<file path="src/hw/ldc_pkg.sv">
// package: register map, field layout, states and carrier types for delay calibration registers
package ldc_pkg;
  localparam logic [7:0] LDC_OFS_OVR_CTRL = 8'h70;
  localparam logic [7:0] LDC_OFS_MEAS_STAT = 8'h74;
  localparam logic [7:0] LDC_OFS_RTD_CTRL = 8'h80;
  localparam logic [7:0] LDC_OFS_IRQ_STAT = 8'h90;
  localparam logic [7:0] LDC_OFS_IRQ_MASK = 8'h94;
  localparam int LDC_OVR_EN_BIT = 16;
  localparam int LDC_TXD_W = 12;
  localparam int LDC_MEAS_W = 16;
  localparam int LDC_RTD_ST_LSB = 28;
  localparam int LDC_RTD_RST_BIT = 26;
  localparam int LDC_RTD_BYP_BIT = 25;
  localparam int LDC_RTD_EN_BIT = 24;
  localparam int LDC_RTD_TGT_W = 20;
  localparam int LDC_IRQ_W = 3;
  localparam logic [LDC_TXD_W-1:0] LDC_TXD_RST = 12'h000;
  localparam logic [LDC_MEAS_W-1:0] LDC_MEAS_RST = 16'h0000;
  localparam logic [LDC_RTD_TGT_W-1:0] LDC_TGT_RST = 20'h00000;
  localparam logic [2:0] LDC_CTRL_RST = 3'h0;
  localparam logic [LDC_IRQ_W-1:0] LDC_IRQ_RST = 3'h0;
  localparam logic [1:0] LDC_ST_OFF = 2'h0;
  localparam logic [1:0] LDC_ST_RUN = 2'h1;
  localparam logic [1:0] LDC_ST_DONE = 2'h2;
  localparam logic [1:0] LDC_ST_ERR = 2'h3;
  localparam logic [23:0] LDC_CAL_TIMEOUT = 24'h100000;
  localparam logic [LDC_RTD_TGT_W-1:0] LDC_CAL_TOL = 20'h00002;
  localparam int LDC_IRQ_DONE = 0;
  localparam int LDC_IRQ_ERR = 1;
  localparam int LDC_IRQ_MEAS = 2;

  typedef enum logic [3:0] {
    LDC_S_OFF = 4'h1,
    LDC_S_RUN = 4'h2,
    LDC_S_DONE = 4'h4,
    LDC_S_ERR = 4'h8
  } ldc_cal_state_t;

  typedef struct packed {
    logic rst;
    logic byp;
    logic en;
    logic [LDC_RTD_TGT_W-1:0] target;
  } ldc_rtd_cfg_t;

  typedef struct packed {
    logic valid;
    logic [LDC_MEAS_W-1:0] delay;
  } ldc_meas_t;
endpackage : ldc_pkg

</file>
<file path="src/hw/ldc_sync.sv">
// two flip-flop synchroniser for a vector of independent levels
`timescale 1ns/1ps
`default_nettype none
module ldc_sync #(
  parameter int W = 1
) (
  input wire logic pclk,
  input wire logic presetn,
  input wire logic [W-1:0] d,
  output logic [W-1:0] q
);
  logic [W-1:0] meta_r;

  // first stage feeds only the second
  always_ff @(posedge pclk or negedge presetn) begin
    if (!presetn) begin
      meta_r <= '0;
      q <= '0;
    end else begin
      meta_r <= d;
      q <= meta_r;
    end
  end
endmodule : ldc_sync
`default_nettype wire

</file>
<file path="src/hw/ldc_rtd_cal.sv">
// round-trip delay calibration engine: state machine on measured round trip vs target
`timescale 1ns/1ps
`default_nettype none
module ldc_rtd_cal (
  input wire logic pclk,
  input wire logic presetn,
  input wire ldc_pkg::ldc_rtd_cfg_t cfg,
  input wire logic rtd_valid,
  input wire logic [ldc_pkg::LDC_RTD_TGT_W-1:0] rtd_meas,
  output logic [1:0] status,
  output logic bypass,
  output logic adjust_up,
  output logic adjust_dn
);
  ldc_pkg::ldc_cal_state_t state_r, state_nxt;
  logic [23:0] tmo_r;
  logic [ldc_pkg::LDC_RTD_TGT_W-1:0] diff;
  logic meas_hi, meas_lo, in_tol, timed_out;

  // compare measured round trip against target with tolerance
  assign meas_hi = rtd_meas > cfg.target;
  assign diff = meas_hi ? (rtd_meas - cfg.target) : (cfg.target - rtd_meas);
  assign in_tol = diff <= ldc_pkg::LDC_CAL_TOL;
  assign meas_lo = !meas_hi && !in_tol;
  assign timed_out = tmo_r == ldc_pkg::LDC_CAL_TIMEOUT;

  // state transitions; reset bit beats bypass and enable
  always_comb begin
    state_nxt = state_r;
    case (state_r)
      ldc_pkg::LDC_S_OFF: if (cfg.en && !cfg.byp && !cfg.rst) state_nxt = ldc_pkg::LDC_S_RUN;
      ldc_pkg::LDC_S_RUN: begin
        if (cfg.rst || !cfg.en || cfg.byp) state_nxt = ldc_pkg::LDC_S_OFF;
        else if (rtd_valid && in_tol) state_nxt = ldc_pkg::LDC_S_DONE;
        else if (timed_out) state_nxt = ldc_pkg::LDC_S_ERR;
      end
      ldc_pkg::LDC_S_DONE: begin
        if (cfg.rst || !cfg.en || cfg.byp) state_nxt = ldc_pkg::LDC_S_OFF;
        else if (rtd_valid && !in_tol) state_nxt = ldc_pkg::LDC_S_RUN;
      end
      ldc_pkg::LDC_S_ERR: if (cfg.rst) state_nxt = ldc_pkg::LDC_S_OFF; // error held until reset bit
      default: state_nxt = ldc_pkg::LDC_S_OFF;
    endcase
  end

  // state register, timeout counter and registered outputs
  always_ff @(posedge pclk or negedge presetn) begin
    if (!presetn) begin
      state_r <= ldc_pkg::LDC_S_OFF;
      tmo_r <= '0;
      status <= ldc_pkg::LDC_ST_OFF;
      bypass <= 1'b0;
      adjust_up <= 1'b0;
      adjust_dn <= 1'b0;
    end else begin
      state_r <= state_nxt;
      tmo_r <= (state_nxt == ldc_pkg::LDC_S_RUN && state_r == ldc_pkg::LDC_S_RUN) ? tmo_r + 24'h000001 : 24'h000000;
      bypass <= cfg.byp && !cfg.rst;
      adjust_up <= (state_nxt == ldc_pkg::LDC_S_RUN) && rtd_valid && meas_lo;
      adjust_dn <= (state_nxt == ldc_pkg::LDC_S_RUN) && rtd_valid && meas_hi && !in_tol;
      case (state_nxt)
        ldc_pkg::LDC_S_RUN: status <= ldc_pkg::LDC_ST_RUN;
        ldc_pkg::LDC_S_DONE: status <= ldc_pkg::LDC_ST_DONE;
        ldc_pkg::LDC_S_ERR: status <= ldc_pkg::LDC_ST_ERR;
        default: status <= ldc_pkg::LDC_ST_OFF;
      endcase
    end
  end
endmodule : ldc_rtd_cal
`default_nettype wire

</file>
<file path="src/hw/ldc_regs.sv">
// APB register bank for link delay calibration: slave override, measured delay, round-trip calibration
`timescale 1ns/1ps
`default_nettype none
module ldc_regs #(
  parameter bit IS_SLAVE = 1'b1
) (
  input wire logic pclk,
  input wire logic presetn,
  input wire logic psel,
  input wire logic penable,
  input wire logic pwrite,
  input wire logic [7:0] paddr,
  input wire logic [31:0] pwdata,
  output logic [31:0] prdata,
  output logic pready,
  output logic pslverr,
  input wire logic link_rcv_en,
  input wire logic link_txd_valid,
  input wire logic [ldc_pkg::LDC_TXD_W-1:0] link_txd,
  input wire logic meas_valid,
  input wire logic [ldc_pkg::LDC_MEAS_W-1:0] meas_delay,
  input wire logic rtd_valid,
  input wire logic [ldc_pkg::LDC_RTD_TGT_W-1:0] rtd_meas,
  output logic [ldc_pkg::LDC_TXD_W-1:0] tx_delay_out,
  output logic tx_delay_valid,
  output logic cal_bypass,
  output logic cal_adjust_up,
  output logic cal_adjust_dn,
  output logic irq
);
  logic ovr_en_r;
  logic [ldc_pkg::LDC_TXD_W-1:0] ovr_txd_r;
  ldc_pkg::ldc_meas_t meas_r;
  ldc_pkg::ldc_rtd_cfg_t rtd_cfg_r;
  logic [ldc_pkg::LDC_IRQ_W-1:0] irq_stat_r, irq_mask_r, irq_evt;
  logic [1:0] rtd_status, rtd_status_d_r;
  logic [ldc_pkg::LDC_MEAS_W:0] meas_sync;
  logic rtd_bypass;

  // bus decode
  wire wr_en = psel && penable && pwrite;
  wire rd_en = psel && penable && !pwrite;
  wire hit_ovr = IS_SLAVE && (paddr == ldc_pkg::LDC_OFS_OVR_CTRL);
  wire hit_meas = IS_SLAVE && (paddr == ldc_pkg::LDC_OFS_MEAS_STAT);
  wire hit_rtd = !IS_SLAVE && (paddr == ldc_pkg::LDC_OFS_RTD_CTRL);
  wire hit_ist = paddr == ldc_pkg::LDC_OFS_IRQ_STAT;
  wire hit_imk = paddr == ldc_pkg::LDC_OFS_IRQ_MASK;
  wire hit_any = hit_ovr || hit_meas || hit_rtd || hit_ist || hit_imk;
  wire [ldc_pkg::LDC_IRQ_W-1:0] ist_clr = (wr_en && hit_ist) ? pwdata[ldc_pkg::LDC_IRQ_W-1:0] : '0;

  // measured delay arrives from the delay-measurement clock domain; sync level-held value
  ldc_sync #(.W(ldc_pkg::LDC_MEAS_W + 1)) u_meas_sync (
    .pclk(pclk),
    .presetn(presetn),
    .d({meas_valid, meas_delay}),
    .q(meas_sync)
  );

  // round-trip calibration engine
  ldc_rtd_cal u_rtd (
    .pclk(pclk),
    .presetn(presetn),
    .cfg(rtd_cfg_r),
    .rtd_valid(rtd_valid),
    .rtd_meas(rtd_meas),
    .status(rtd_status),
    .bypass(rtd_bypass),
    .adjust_up(cal_adjust_up),
    .adjust_dn(cal_adjust_dn)
  );
  // read mux; reserved bits zero
  wire [31:0] rd_ovr = {15'h0000, ovr_en_r, 4'h0, ovr_txd_r};
  wire [31:0] rd_meas = {16'h0000, meas_r.delay};
  wire [31:0] rd_rtd = {2'h0, rtd_status, 1'b0, rtd_cfg_r.rst, rtd_cfg_r.byp, rtd_cfg_r.en, 4'h0,
                        rtd_cfg_r.target};
  wire [31:0] rd_ist = {29'h00000000, irq_stat_r};
  wire [31:0] rd_imk = {29'h00000000, irq_mask_r};
  wire [31:0] rd_val = hit_ovr ? rd_ovr : hit_meas ? rd_meas : hit_rtd ? rd_rtd :
                       hit_ist ? rd_ist : hit_imk ? rd_imk : 32'h00000000;

  // events: calibration done, calibration error, new measured delay
  assign irq_evt[ldc_pkg::LDC_IRQ_DONE] = !IS_SLAVE && (rtd_status == ldc_pkg::LDC_ST_DONE)
                                          && (rtd_status_d_r != ldc_pkg::LDC_ST_DONE);
  assign irq_evt[ldc_pkg::LDC_IRQ_ERR] = !IS_SLAVE && (rtd_status == ldc_pkg::LDC_ST_ERR)
                                         && (rtd_status_d_r != ldc_pkg::LDC_ST_ERR);
  assign irq_evt[ldc_pkg::LDC_IRQ_MEAS] = IS_SLAVE && meas_sync[ldc_pkg::LDC_MEAS_W]
                                          && (meas_sync[ldc_pkg::LDC_MEAS_W-1:0] != meas_r.delay);

  // transmit delay selection: override wins over link-carried value
  wire use_ovr = IS_SLAVE && ovr_en_r;
  wire link_ok = IS_SLAVE && !ovr_en_r && link_rcv_en && link_txd_valid;

  // software-written registers
  always_ff @(posedge pclk or negedge presetn) begin
    if (!presetn) begin
      ovr_en_r <= 1'b0;
      ovr_txd_r <= ldc_pkg::LDC_TXD_RST;
      rtd_cfg_r <= '{rst: 1'b0, byp: 1'b0, en: 1'b0, target: ldc_pkg::LDC_TGT_RST};
      irq_mask_r <= ldc_pkg::LDC_IRQ_RST;
    end else if (wr_en) begin
      if (hit_ovr) begin
        ovr_en_r <= pwdata[ldc_pkg::LDC_OVR_EN_BIT];
        ovr_txd_r <= pwdata[ldc_pkg::LDC_TXD_W-1:0];
      end
      if (hit_rtd) begin
        rtd_cfg_r.rst <= pwdata[ldc_pkg::LDC_RTD_RST_BIT];
        rtd_cfg_r.byp <= pwdata[ldc_pkg::LDC_RTD_BYP_BIT];
        rtd_cfg_r.en <= pwdata[ldc_pkg::LDC_RTD_EN_BIT];
        rtd_cfg_r.target <= pwdata[ldc_pkg::LDC_RTD_TGT_W-1:0];
      end
      if (hit_imk) irq_mask_r <= pwdata[ldc_pkg::LDC_IRQ_W-1:0];
    end
  end

  // status, measured delay and sticky interrupt bits; set beats clear
  always_ff @(posedge pclk or negedge presetn) begin
    if (!presetn) begin
      meas_r <= '{valid: 1'b0, delay: ldc_pkg::LDC_MEAS_RST};
      rtd_status_d_r <= ldc_pkg::LDC_ST_OFF;
      irq_stat_r <= ldc_pkg::LDC_IRQ_RST;
      irq <= 1'b0;
    end else begin
      if (IS_SLAVE && meas_sync[ldc_pkg::LDC_MEAS_W]) meas_r <= '{valid: 1'b1, delay: meas_sync[15:0]};
      rtd_status_d_r <= rtd_status;
      irq_stat_r <= (irq_stat_r & ~ist_clr) | irq_evt;
      irq <= |(((irq_stat_r & ~ist_clr) | irq_evt) & irq_mask_r);
    end
  end

  // transmit delay output and bypass flag
  always_ff @(posedge pclk or negedge presetn) begin
    if (!presetn) begin
      tx_delay_out <= ldc_pkg::LDC_TXD_RST;
      tx_delay_valid <= 1'b0;
      cal_bypass <= 1'b0;
    end else begin
      if (use_ovr) tx_delay_out <= ovr_txd_r;
      else if (link_ok) tx_delay_out <= link_txd;
      tx_delay_valid <= use_ovr || link_ok || (tx_delay_valid && IS_SLAVE && !ovr_en_r && link_rcv_en);
      cal_bypass <= rtd_bypass;
    end
  end

  // apb answer: one access cycle, no wait states
  always_ff @(posedge pclk or negedge presetn) begin
    if (!presetn) begin
      prdata <= 32'h00000000;
      pready <= 1'b0;
      pslverr <= 1'b0;
    end else begin
      pready <= psel && !penable;
      pslverr <= psel && !penable && !hit_any;
      prdata <= (psel && !penable && !pwrite) ? rd_val : 32'h00000000;
    end
  end
  wire unused_ok = rd_en;
endmodule : ldc_regs
`default_nettype wire

</file>
<file path="config.mk">
export PLATFORM = sky130hd
export DESIGN_NAME = ldc_regs
export DESIGN_NICKNAME = d
export VERILOG_FILES = /design/src/hw/ldc_pkg.sv /design/src/hw/ldc_sync.sv /design/src/hw/ldc_rtd_cal.sv /design/src/hw/ldc_regs.sv
export SDC_FILE = /design/constraint.sdc
export NUM_CORES = 1
export LEC_CHECK = 0
export BUFFER_PORTS_ARGS = -buffer_cell sky130_fd_sc_hd__buf_2
export CORE_MARGIN = 1.5
export CORE_UTILIZATION = 44
export DETAILED_ROUTE_END_ITERATION = 8
export HOLD_SLACK_MARGIN = 0.15
export PLACE_DENSITY = 0.75
export SLEW_MARGIN = 10
export SYNTH_ARGS = -nofsm -noshare
export SYNTH_HDL_FRONTEND = slang
export SYNTH_SLANG_ARGS = --single-unit
export TNS_END_PERCENT = 50
</file>
<file path="constraint.sdc">
create_clock -name pclk -period 1.5 [get_ports pclk]
set_input_delay 0.075 -clock pclk [delete_from_list [all_inputs] [get_ports pclk]]
set_output_delay 0.075 -clock pclk [all_outputs]
set_load 0.01 [all_outputs]
</file>
==> qor.yml, run 1 <==
status:
  status: "finished, final reports clean"
timing:
  period_needed_ps: 1480
  rsz0062_at_grt: "false"
  setup_viol_count_final: 0
  maxSlewHeadroom_pct: 56.7
  finalHoldViolations: 0
  drv_slew: 0
  min_period_over_period_pct: 98.4
  fin_skew_ps: 13.5
  tightest_slew_ps: 649
  fmax_mhz: 677
floorplan:
  start_util_pct: 45.4
  ios: 148
  dieArea_mm2: 0.00963
  die_h_um: 98.1
  die_x_um: 98.1
  core_area_mm2: 0.00876
  rows: 34
global_route:
  grt_pass1_vias: 2723
  grt_max_degree: 105
  grt_antenna_before_repair: 0
  grt_pass1_wl_mm: 13.0
  grt_usage_pct: 17.2
  overflow: 0
final_layout:
  area_delta_synth_final_pct: 34.8
  post-route-util_pct: 61.2
  diodes: 0
  fill_cells: 721
  drive_gt1_share_pct: 35.6
  nets: 547
logic_synthesis:
  syn_avg_cell_area_um2: 13.7
  netlist_area_mm2: 0.00398
  yosysUniqueCellTypes: 37
  async_reset_ff_share_pct: 100
  ys.flop_type: "dfrtp_1"
  ys_ff_latch: 104
  syn_inst: 291
  ys_seq_area_share_pct: 65.4
  synth_edf_count: 0
  ys_warn_count: 0
clocking:
  cts_tree: "built"
  cts_buffer_depth: 2
  clk_pin_slew_ps: 100
  cts_root_buffer: "clkbuf_8"
  numCtsBuffers: 9
  cts_setup_buffers: 0
  clkSinkCount: 104
  clk_latency_ps: 360
  cts_max_level: 3
power:
  p_comb_share_pct: 12.0
  p_sw_share_pct: 24.7
  p_int_mw: 3.88
  netSwitchingPower_mw: 1.27
  ir_drop_uv: 429
  power_density_mw_per_mm2: 961
  clkPwrFrac_pct: 28.8
  total_power_mw: 5.16
  p_leak_nw: 2.61
  seqPwrFrac_pct: 59.2
min_path:
  hp-class: "input port to flop"
detailed_routing:
  drt_iter0_drc: 111
  wl_mm: 8.06
  num_vias: 2654
  ant_nets: 0
  drc: 0
  via_per_inst: 4.71
  firstDrtPassIters: 6
  routedWlPerCell_um: 14.3
placed_design:
  gp_congestion: 0.848
  dp_hpwl_mm: 5.30
  io_buffers: 91
setup_path:
  crit_fanout: 6
  cp-end-kind: "flop"
  startpoint_type: "input port"
  cp.required_ps: 1760
  crit_arrival_ps: 1740
  critical_path_class: "input port to flop"
run:
  maxCapViolations: 0
power by group through the flow:
| stage | Clock [mW] | Sequential [mW] | Combinational [mW] |
|---|---|---|---|
| final | 1.49 | 3.06 | 0.617 |
| after global routing | 1.67 | 3.08 | 0.682 |
| after CTS | 1.56 | 3.05 | 0.606 |
| after detailed placement | 0 | 3.11 | 0.505 |
| after global placement | 0 | 3.10 | 0.488 |
| after floorplan | 0 | 3.12 | 0.246 |
flip-flops by register name, summed over array words and instances, names as in the netlist:
signal              count
irq_mask_r              3
tx_delay_valid          1
u_rtd.adjust_dn         1
ovr_txd_r              12
pslverr                 1
u_rtd.adjust_up         1
meas_r                 16
u_meas_sync.meta_r     17
prdata                 17
irq_stat_r              3
pready                  1
ovr_en_r                1
irq                     1
u_meas_sync.q          17
tx_delay_out           12
timing repair:
item                                   CTS  global route
setup endpoints to repair                0             2
hold buffers                            50             0
resized for setup                        0             3
endpoints found under the hold margin  156             0
critical path: stages:
cell	delay, ps
buf_2	110
or4b_4	590
o41a_1	470
a222oi_1	240
a21bo_1	250
layout by cell type, fill, tap and decap left out, types with 4 or more instances in the layout:
cell type      instances
dfrtp_1              104
buf_2                 90
dlygate4sd3_1         50
mux2_2                27
nand2_1               18
conb_1                18
xor2_1                16
o21ai_0               15
buf_4                 14
nor2_1                12
a22oi_1               12
mux2i_1               12
clkbuf_8               9
and3_1                 5
buf_12                 5
nand2b_1               4
inv_1                  4
a21oi_1                4
nor4_2                 4
mux2_4                 4
synthesized netlist by cell type (all sizes together) (2+ instances only):
cell      n  area (um2)
mux2     33         372
xor2     16         140
mux2i    12         120
nand2b    4        25.0
o21ai    15        75.1
inv       4        15.0
clkbuf    6        22.5
dfrtp   104        2600
a22oi    12        90.1
a41oi     2        17.5
nor2     12        45.0
nand2    18        67.6
nor4      6        58.8
a21oi     4        20.0
nor3      2        15.0
and3      5        31.3
buf      22         150
layout make-up:
type                       instances  area [um2]  area share [%]
multi-input combinational        172        1290            24.1
clock buffer                      11         131            2.45
clock inverter                     5        33.8           0.630
inverter                           4        15.0           0.280
sequential                       104        2600            48.5
tap                              108         135            2.52
timing repair buffer             159        1160            21.5
metal layers:
metal,GRT usage [%],vias up,routed length (um),share of wire [%]
met2,28.1,86,3870,48
met5,0,-,0,0
met4,9.56,0,256,3.2
li1,-,1283,-,-
met1,21.9,1267,3620,45
met3,2.86,18,308,3.8
stage by stage:
step	hold slack [ps]	area [um2]	TNS [ps]	worst slack, ps	std cells
2_1_floorplan	-221	4070	-1300	-113	308
3_3_place_gp	174	4680	-3500	-192	497
3_5_place_dp	184	4680	-4380	-274	497
4_1_cts	193	5350	0	12.5	563
5_1_grt	218	5370	0	11.6	563
6_report	197	5370	0	23.7	563
path summary, 6_finish.rpt:
check	start	to	slack, ps	cells after the start
min reg2reg	u_meas_sync.meta_r[8]$_DFF_PN0_	u_meas_sync.q[8]$_DFF_PN0_	350	0
max	paddr[1]	irq$_DFF_PN0_	20	5
max reg2reg	meas_r[8]$_DFFE_PN0P_	irq$_DFF_PN0_	80	4
max in group asynchronous	presetn	irq_stat_r[0]$_DFF_PN0_	800	3
min	link_txd_valid	tx_delay_out[0]$_DFFE_PN0P_	200	4
min in group asynchronous	presetn	meas_r[11]$_DFFE_PN0P_	310	3
cells by family after synthesis:
logic type	after synthesis	synth area share, %
other	1	0.0942
AO/OA/AOI/OAI	37	6.07
XOR/XNOR	16	3.52
AND/OR/NAND/NOR	56	7.86
flip-flops	104	65.4
buffers and inverters	32	4.72
multiplexers	45	12.4
Note: power is estimated with default switching activity, not from simulation.
==> run 2, diff against run 1 <==
Settings changed: CORE_UTILIZATION 44 to 30, PLACE_DENSITY 0.75 to 0.55.
==> qor.yml, run 2 (synthesis results as in run 1) <==
floorplan:
  die_x_um: 118
  rows: 41
  dieArea_mm2: 0.0140
  die_h_um: 118
  core_area_mm2: 0.0128
  start_util_pct: 31.2
  ios: 148
final_layout:
  multiInputGateArea_mm2: 0.00128
  seq_area_mm2: 0.00260
  reg.largest.list: "prdata (17), u_meas_sync.meta_r (17), u_meas_sync.q (17)"
  final_common_cell: "dfrtp_1"
  final_cell_count_no_fill: 631
  drive_gt1_share_pct: 36.4
  area_delta_synth_final_pct: 40.4
  fill_cells: 1191
  diodes: 0
  final_cell_mix: "104 x dfrtp_1, 90 x buf_2, 48 x dlygate4sd3_1"
  nets: 551
detailed_routing:
  routedWlPerCell_um: 13.3
  num_vias: 2660
  drc: 0
  via_per_inst: 4.22
  firstDrtPassIters: 4
  ant_nets: 0
  wl_mm: 8.36
  drt_iter0_drc: 131
timing:
  rsz0062_at_grt: "true"
  fmax_mhz: 643
  setup_slack_ps: -54.0
  tightest_slew_ps: 651
  setup_viol_count_final: 2
  drv_slew: 0
  hold_slack_ps: 184
  maxSlewHeadroom_pct: 56.6
  period_needed_ps: 1550
  finalHoldViolations: 0
  fin_skew_ps: 3.86
  finalSetupTns_ps: -94.9
  min_period_over_period_pct: 104
placed_design:
  io_buffers: 91
  gp_congestion: 0.809
  dp_slack_ps: -257
  dp_hpwl_mm: 5.91
  placed_cells: 567
min_path:
  hold_start: "paddr[1]"
  holdPathEnd: "irq_stat_r[1]$_DFF_PN0_"
  holdPathStages: 3
  hp-class: "input port to flop"
power:
  p_leak_nw: 2.69
  p_comb_share_pct: 10.7
  p_int_mw: 4.45
  netSwitchingPower_mw: 1.42
  p_sw_share_pct: 24.2
  power_density_mw_per_mm2: 1050
  seqPwrFrac_pct: 52.0
  ir_drop_uv: 499
  clkPwrFrac_pct: 37.3
setup_path:
  r2r_start: "meas_r[8]$_DFFE_PN0P_"
  startpoint_type: "flop"
  r2r_slack_ps: -50
  worst_path_max_delay_cell: "dfrtp_1"
  max_stage_delay_ps: 390
  crit_chain: "xor2_1 > nor4_2 > buf_4 > nand4_1 > a21bo_1"
  reg2reg_to: "irq$_DFF_PN0_"
  cp_top_family: "simple AND/OR/NAND/NOR gates"
  critical_path_class: "flop to flop"
  cp.depth: 5
  crit_buf_inv: 1
  crit_fanout: 2
  r2r_cells: 5
  cp-end-kind: "flop"
  cp.required_ps: 1740
  crit_arrival_ps: 1790
clocking:
  cts_max_level: 3
  cts_tree: "built"
  clkSinkCount: 104
  clk_pin_slew_ps: 70
  cts_root_buffer: "clkbuf_16"
  clk_latency_ps: 340
  numCtsBuffers: 9
  cts_buffer_depth: 2
global_route:
  grt_pass1_wl_mm: 13.8
  use_met1_pct: 16.4
  grt_usage_pct: 12.7
  use_met3_pct: 2.41
  grt_pass1_vias: 2751
  grt_max_degree: 39
  overflow: 0
  grt.busiest_layer: "met2"
  met2_usage_pct: 19.9
  grt_antenna_before_repair: 0
status:
  violations: "setup timing"
  status: "complete, but fails checks"
run:
  maxCapViolations: 0
## run 2: worst min-delay path, stage by stage
cell,delay [ps]
buf_2,90
nor4b_1,60
a41oi_1,240
## run 2: power by group through the flow
stage               Clock [mW]  Combinational [mW]  Sequential [mW]
CTS                       2.29               0.639             3.05
global route              2.40               0.696             3.07
global placement             0               0.527             3.10
floorplan                    0               0.246             3.12
detailed placement           0               0.538             3.11
finish                    2.19               0.630             3.05
## run 2: per-layer routing
layer  wire length (um)  share of wire (%)
met2               3940                 47
met4                243                2.9
met5                  0                  0
met1               3820                 46
met3                348                4.2
## run 2: final cells by class
cell class / count / area share, %
clock buffers: 10 / 4.10
clock inverters: 6 / 0.941
repair buffers: 163 / 21.4
well taps: 172 / 3.85
inverters: 4 / 0.269
multi-input cells: 172 / 22.9
flip-flops and latches: 104 / 46.6
## run 2: timing repair
| item | CTS | global route |
|---|---|---|
| endpoints found under the setup margin | 2 | 2 |
| hold buffers | 48 | 0 |
| hold endpoints to repair | 154 | 0 |
| pin swaps | 2 | 1 |
| setup buffers | 0 | 0 |
| gates resized for setup | 1 | 0 |
## run 2: worst max-delay path by stage
stage,start,to,slack [ps]
after floorplan,paddr[1],irq$_DFF_PN0_,-110
final,meas_r[8]$_DFFE_PN0P_,irq$_DFF_PN0_,-50
after CTS,meas_r[13]$_DFFE_PN0P_,irq$_DFF_PN0_,-80
after global placement,paddr[1],irq$_DFF_PN0_,-180
after detailed placement,paddr[1],irq$_DFF_PN0_,-260
after global routing,meas_r[8]$_DFFE_PN0P_,irq$_DFF_PN0_,-160
## run 2: stage by stage
step	cell area (um2)	util, %	total power [mW]
3_3_place_gp	4820	37.7	3.63
2_1_floorplan	4070	-	3.36
6_report	5590	43.7	5.88
3_5_place_dp	4820	37.7	3.65
5_1_grt	5590	43.7	6.17
4_1_cts	5590	43.7	5.98
==> run 3, diff against run 2 <==
Settings changed: SKIP_CTS_REPAIR_TIMING from default to 1.
==> qor.yml, run 3 (synthesis results as in run 1) <==
global_route:
  overflow: 0
  grt_antenna_before_repair: 0
  grt_pass1_wl_mm: 13.1
  grt_usage_pct: 12.2
  grt_pass1_vias: 2540
  grt_max_degree: 39
floorplan:
  dieArea_mm2: 0.0140
  ios: 148
  rows: 41
  die_h_um: 118
  core_area_mm2: 0.0128
  start_util_pct: 31.2
  die_x_um: 118
timing:
  period_needed_ps: 1560
  setup_viol_count_final: 2
  setup_slack_ps: -60.8
  rsz0062_at_grt: "true"
  hold_slack_ps: 187
  tightest_slew_ps: 650
  finalHoldViolations: 0
  fmax_mhz: 641
  min_period_over_period_pct: 104
  drv_slew: 0
  fin_skew_ps: 4.02
  maxSlewHeadroom_pct: 56.7
status:
  status: "complete, but fails checks"
  violations: "setup timing"
clocking:
  clkSinkCount: 104
  clk_latency_ps: 340
  cts_tree: "built"
  cts_buffer_depth: 2
  cts_root_buffer: "clkbuf_16"
  clk_pin_slew_ps: 70
  numCtsBuffers: 9
  cts_max_level: 3
setup_path:
  cp.depth: 5
  max_stage_delay_ps: 390
  crit_chain: "xor2_1 > nor4_2 > buf_4 > nand4_1 > a21o_1"
  critical_path_class: "flop to flop"
  r2r_cells: 5
  crit_fanout: 2
  startpoint_type: "flop"
  crit_buf_inv: 1
  cp_top_family: "simple AND/OR/NAND/NOR gates"
  cp-end-kind: "flop"
  cp.required_ps: 1740
  worst_path_max_delay_cell: "dfrtp_1"
  crit_arrival_ps: 1800
min_path:
  hp-class: "input port to flop"
  holdPathStages: 3
final_layout:
  nets: 550
  area_delta_synth_final_pct: 40.1
  reg.largest.list: "prdata (17), u_meas_sync.meta_r (17), u_meas_sync.q (17)"
  final_cell_mix: "104 x dfrtp_1, 90 x buf_2, 47 x dlygate4sd3_1"
  drive_gt1_share_pct: 36.5
  final_common_cell: "dfrtp_1"
  diodes: 0
  fill_cells: 1197
power:
  ir_drop_uv: 500
  p_leak_nw: 2.69
  power_density_mw_per_mm2: 1050
detailed_routing:
  num_vias: 2661
  routedWlPerCell_um: 13.3
  ant_nets: 0
  firstDrtPassIters: 4
  via_per_inst: 4.22
  drt_iter0_drc: 127
  wl_mm: 8.39
  drc: 0
placed_design:
  io_buffers: 91
  dp_slack_ps: -257
  dp_hpwl_mm: 5.91
  gp_congestion: 0.809
run:
  maxCapViolations: 0
## run 3: cell types whose count changed in the layout (fill, tap and decap cells not counted), sizes merged
cell / change
dlygate4sd3: -1
## run 3: routing by layer
metal  global-route usage [%]  up-vias  share of wire [%]
met1                     15.9     1263                 46
li1                         -     1302                  -
met3                     2.61       16                4.1
met4                     7.24        0                2.6
met2                     18.5       80                 47
met5                        0        -                  0
## run 3: area by class of cell
cell class	count	area, um2	area share [%]
Sequential cell	104	2600	46.7
Multi-Input combinational cell	172	1280	22.9
Timing Repair Buffer	162	1180	21.2
Clock buffer	10	229	4.11
Tap cell	172	215	3.86
Clock inverter	6	52.6	0.942
Inverter	4	15.0	0.269
## run 3: through the flow
stage               utilization, %  TNS [ps]  power, mW  area, um2  cells
CTS                           39.9      -333       5.88       5100    583
global placement              37.7     -3980       3.63       4820    567
global route                  43.7      -323       6.17       5580    630
floorplan                        -     -1300       3.36       4070    308
detailed placement            37.7     -4750       3.65       4820    567
finish                        43.7      -116       5.87       5580    630
## run 3: final timing paths
| check | start | end | slack [ps] |
|---|---|---|---|
| setup / recovery | meas_r[8]$_DFFE_PN0P_ | irq_stat_r[2]$_DFF_PN0_ | -60 |
| hold / removal | paddr[1] | irq_stat_r[1]$_DFF_PN0_ | 190 |
| setup reg to reg | meas_r[8]$_DFFE_PN0P_ | irq_stat_r[2]$_DFF_PN0_ | -60 |
| hold reg to reg | u_meas_sync.meta_r[9]$_DFF_PN0_ | u_meas_sync.q[9]$_DFF_PN0_ | 350 |
| max in group asynchronous | presetn | u_meas_sync.q[7]$_DFF_PN0_ | 750 |
| min in group asynchronous | presetn | irq$_DFF_PN0_ | 210 |
## run 3: worst register-to-register path: stages, from the launching register on
cell and delay (ps):
dfrtp_1 390, xor2_1 180, nor4_2 340, buf_4 160, nand4_1 170, a21o_1 220
## run 3: report_power, final
part	internal [mW]	switching, mW
clock network	1.15	1.04
logic	0.343	0.286
registers	2.96	0.0938
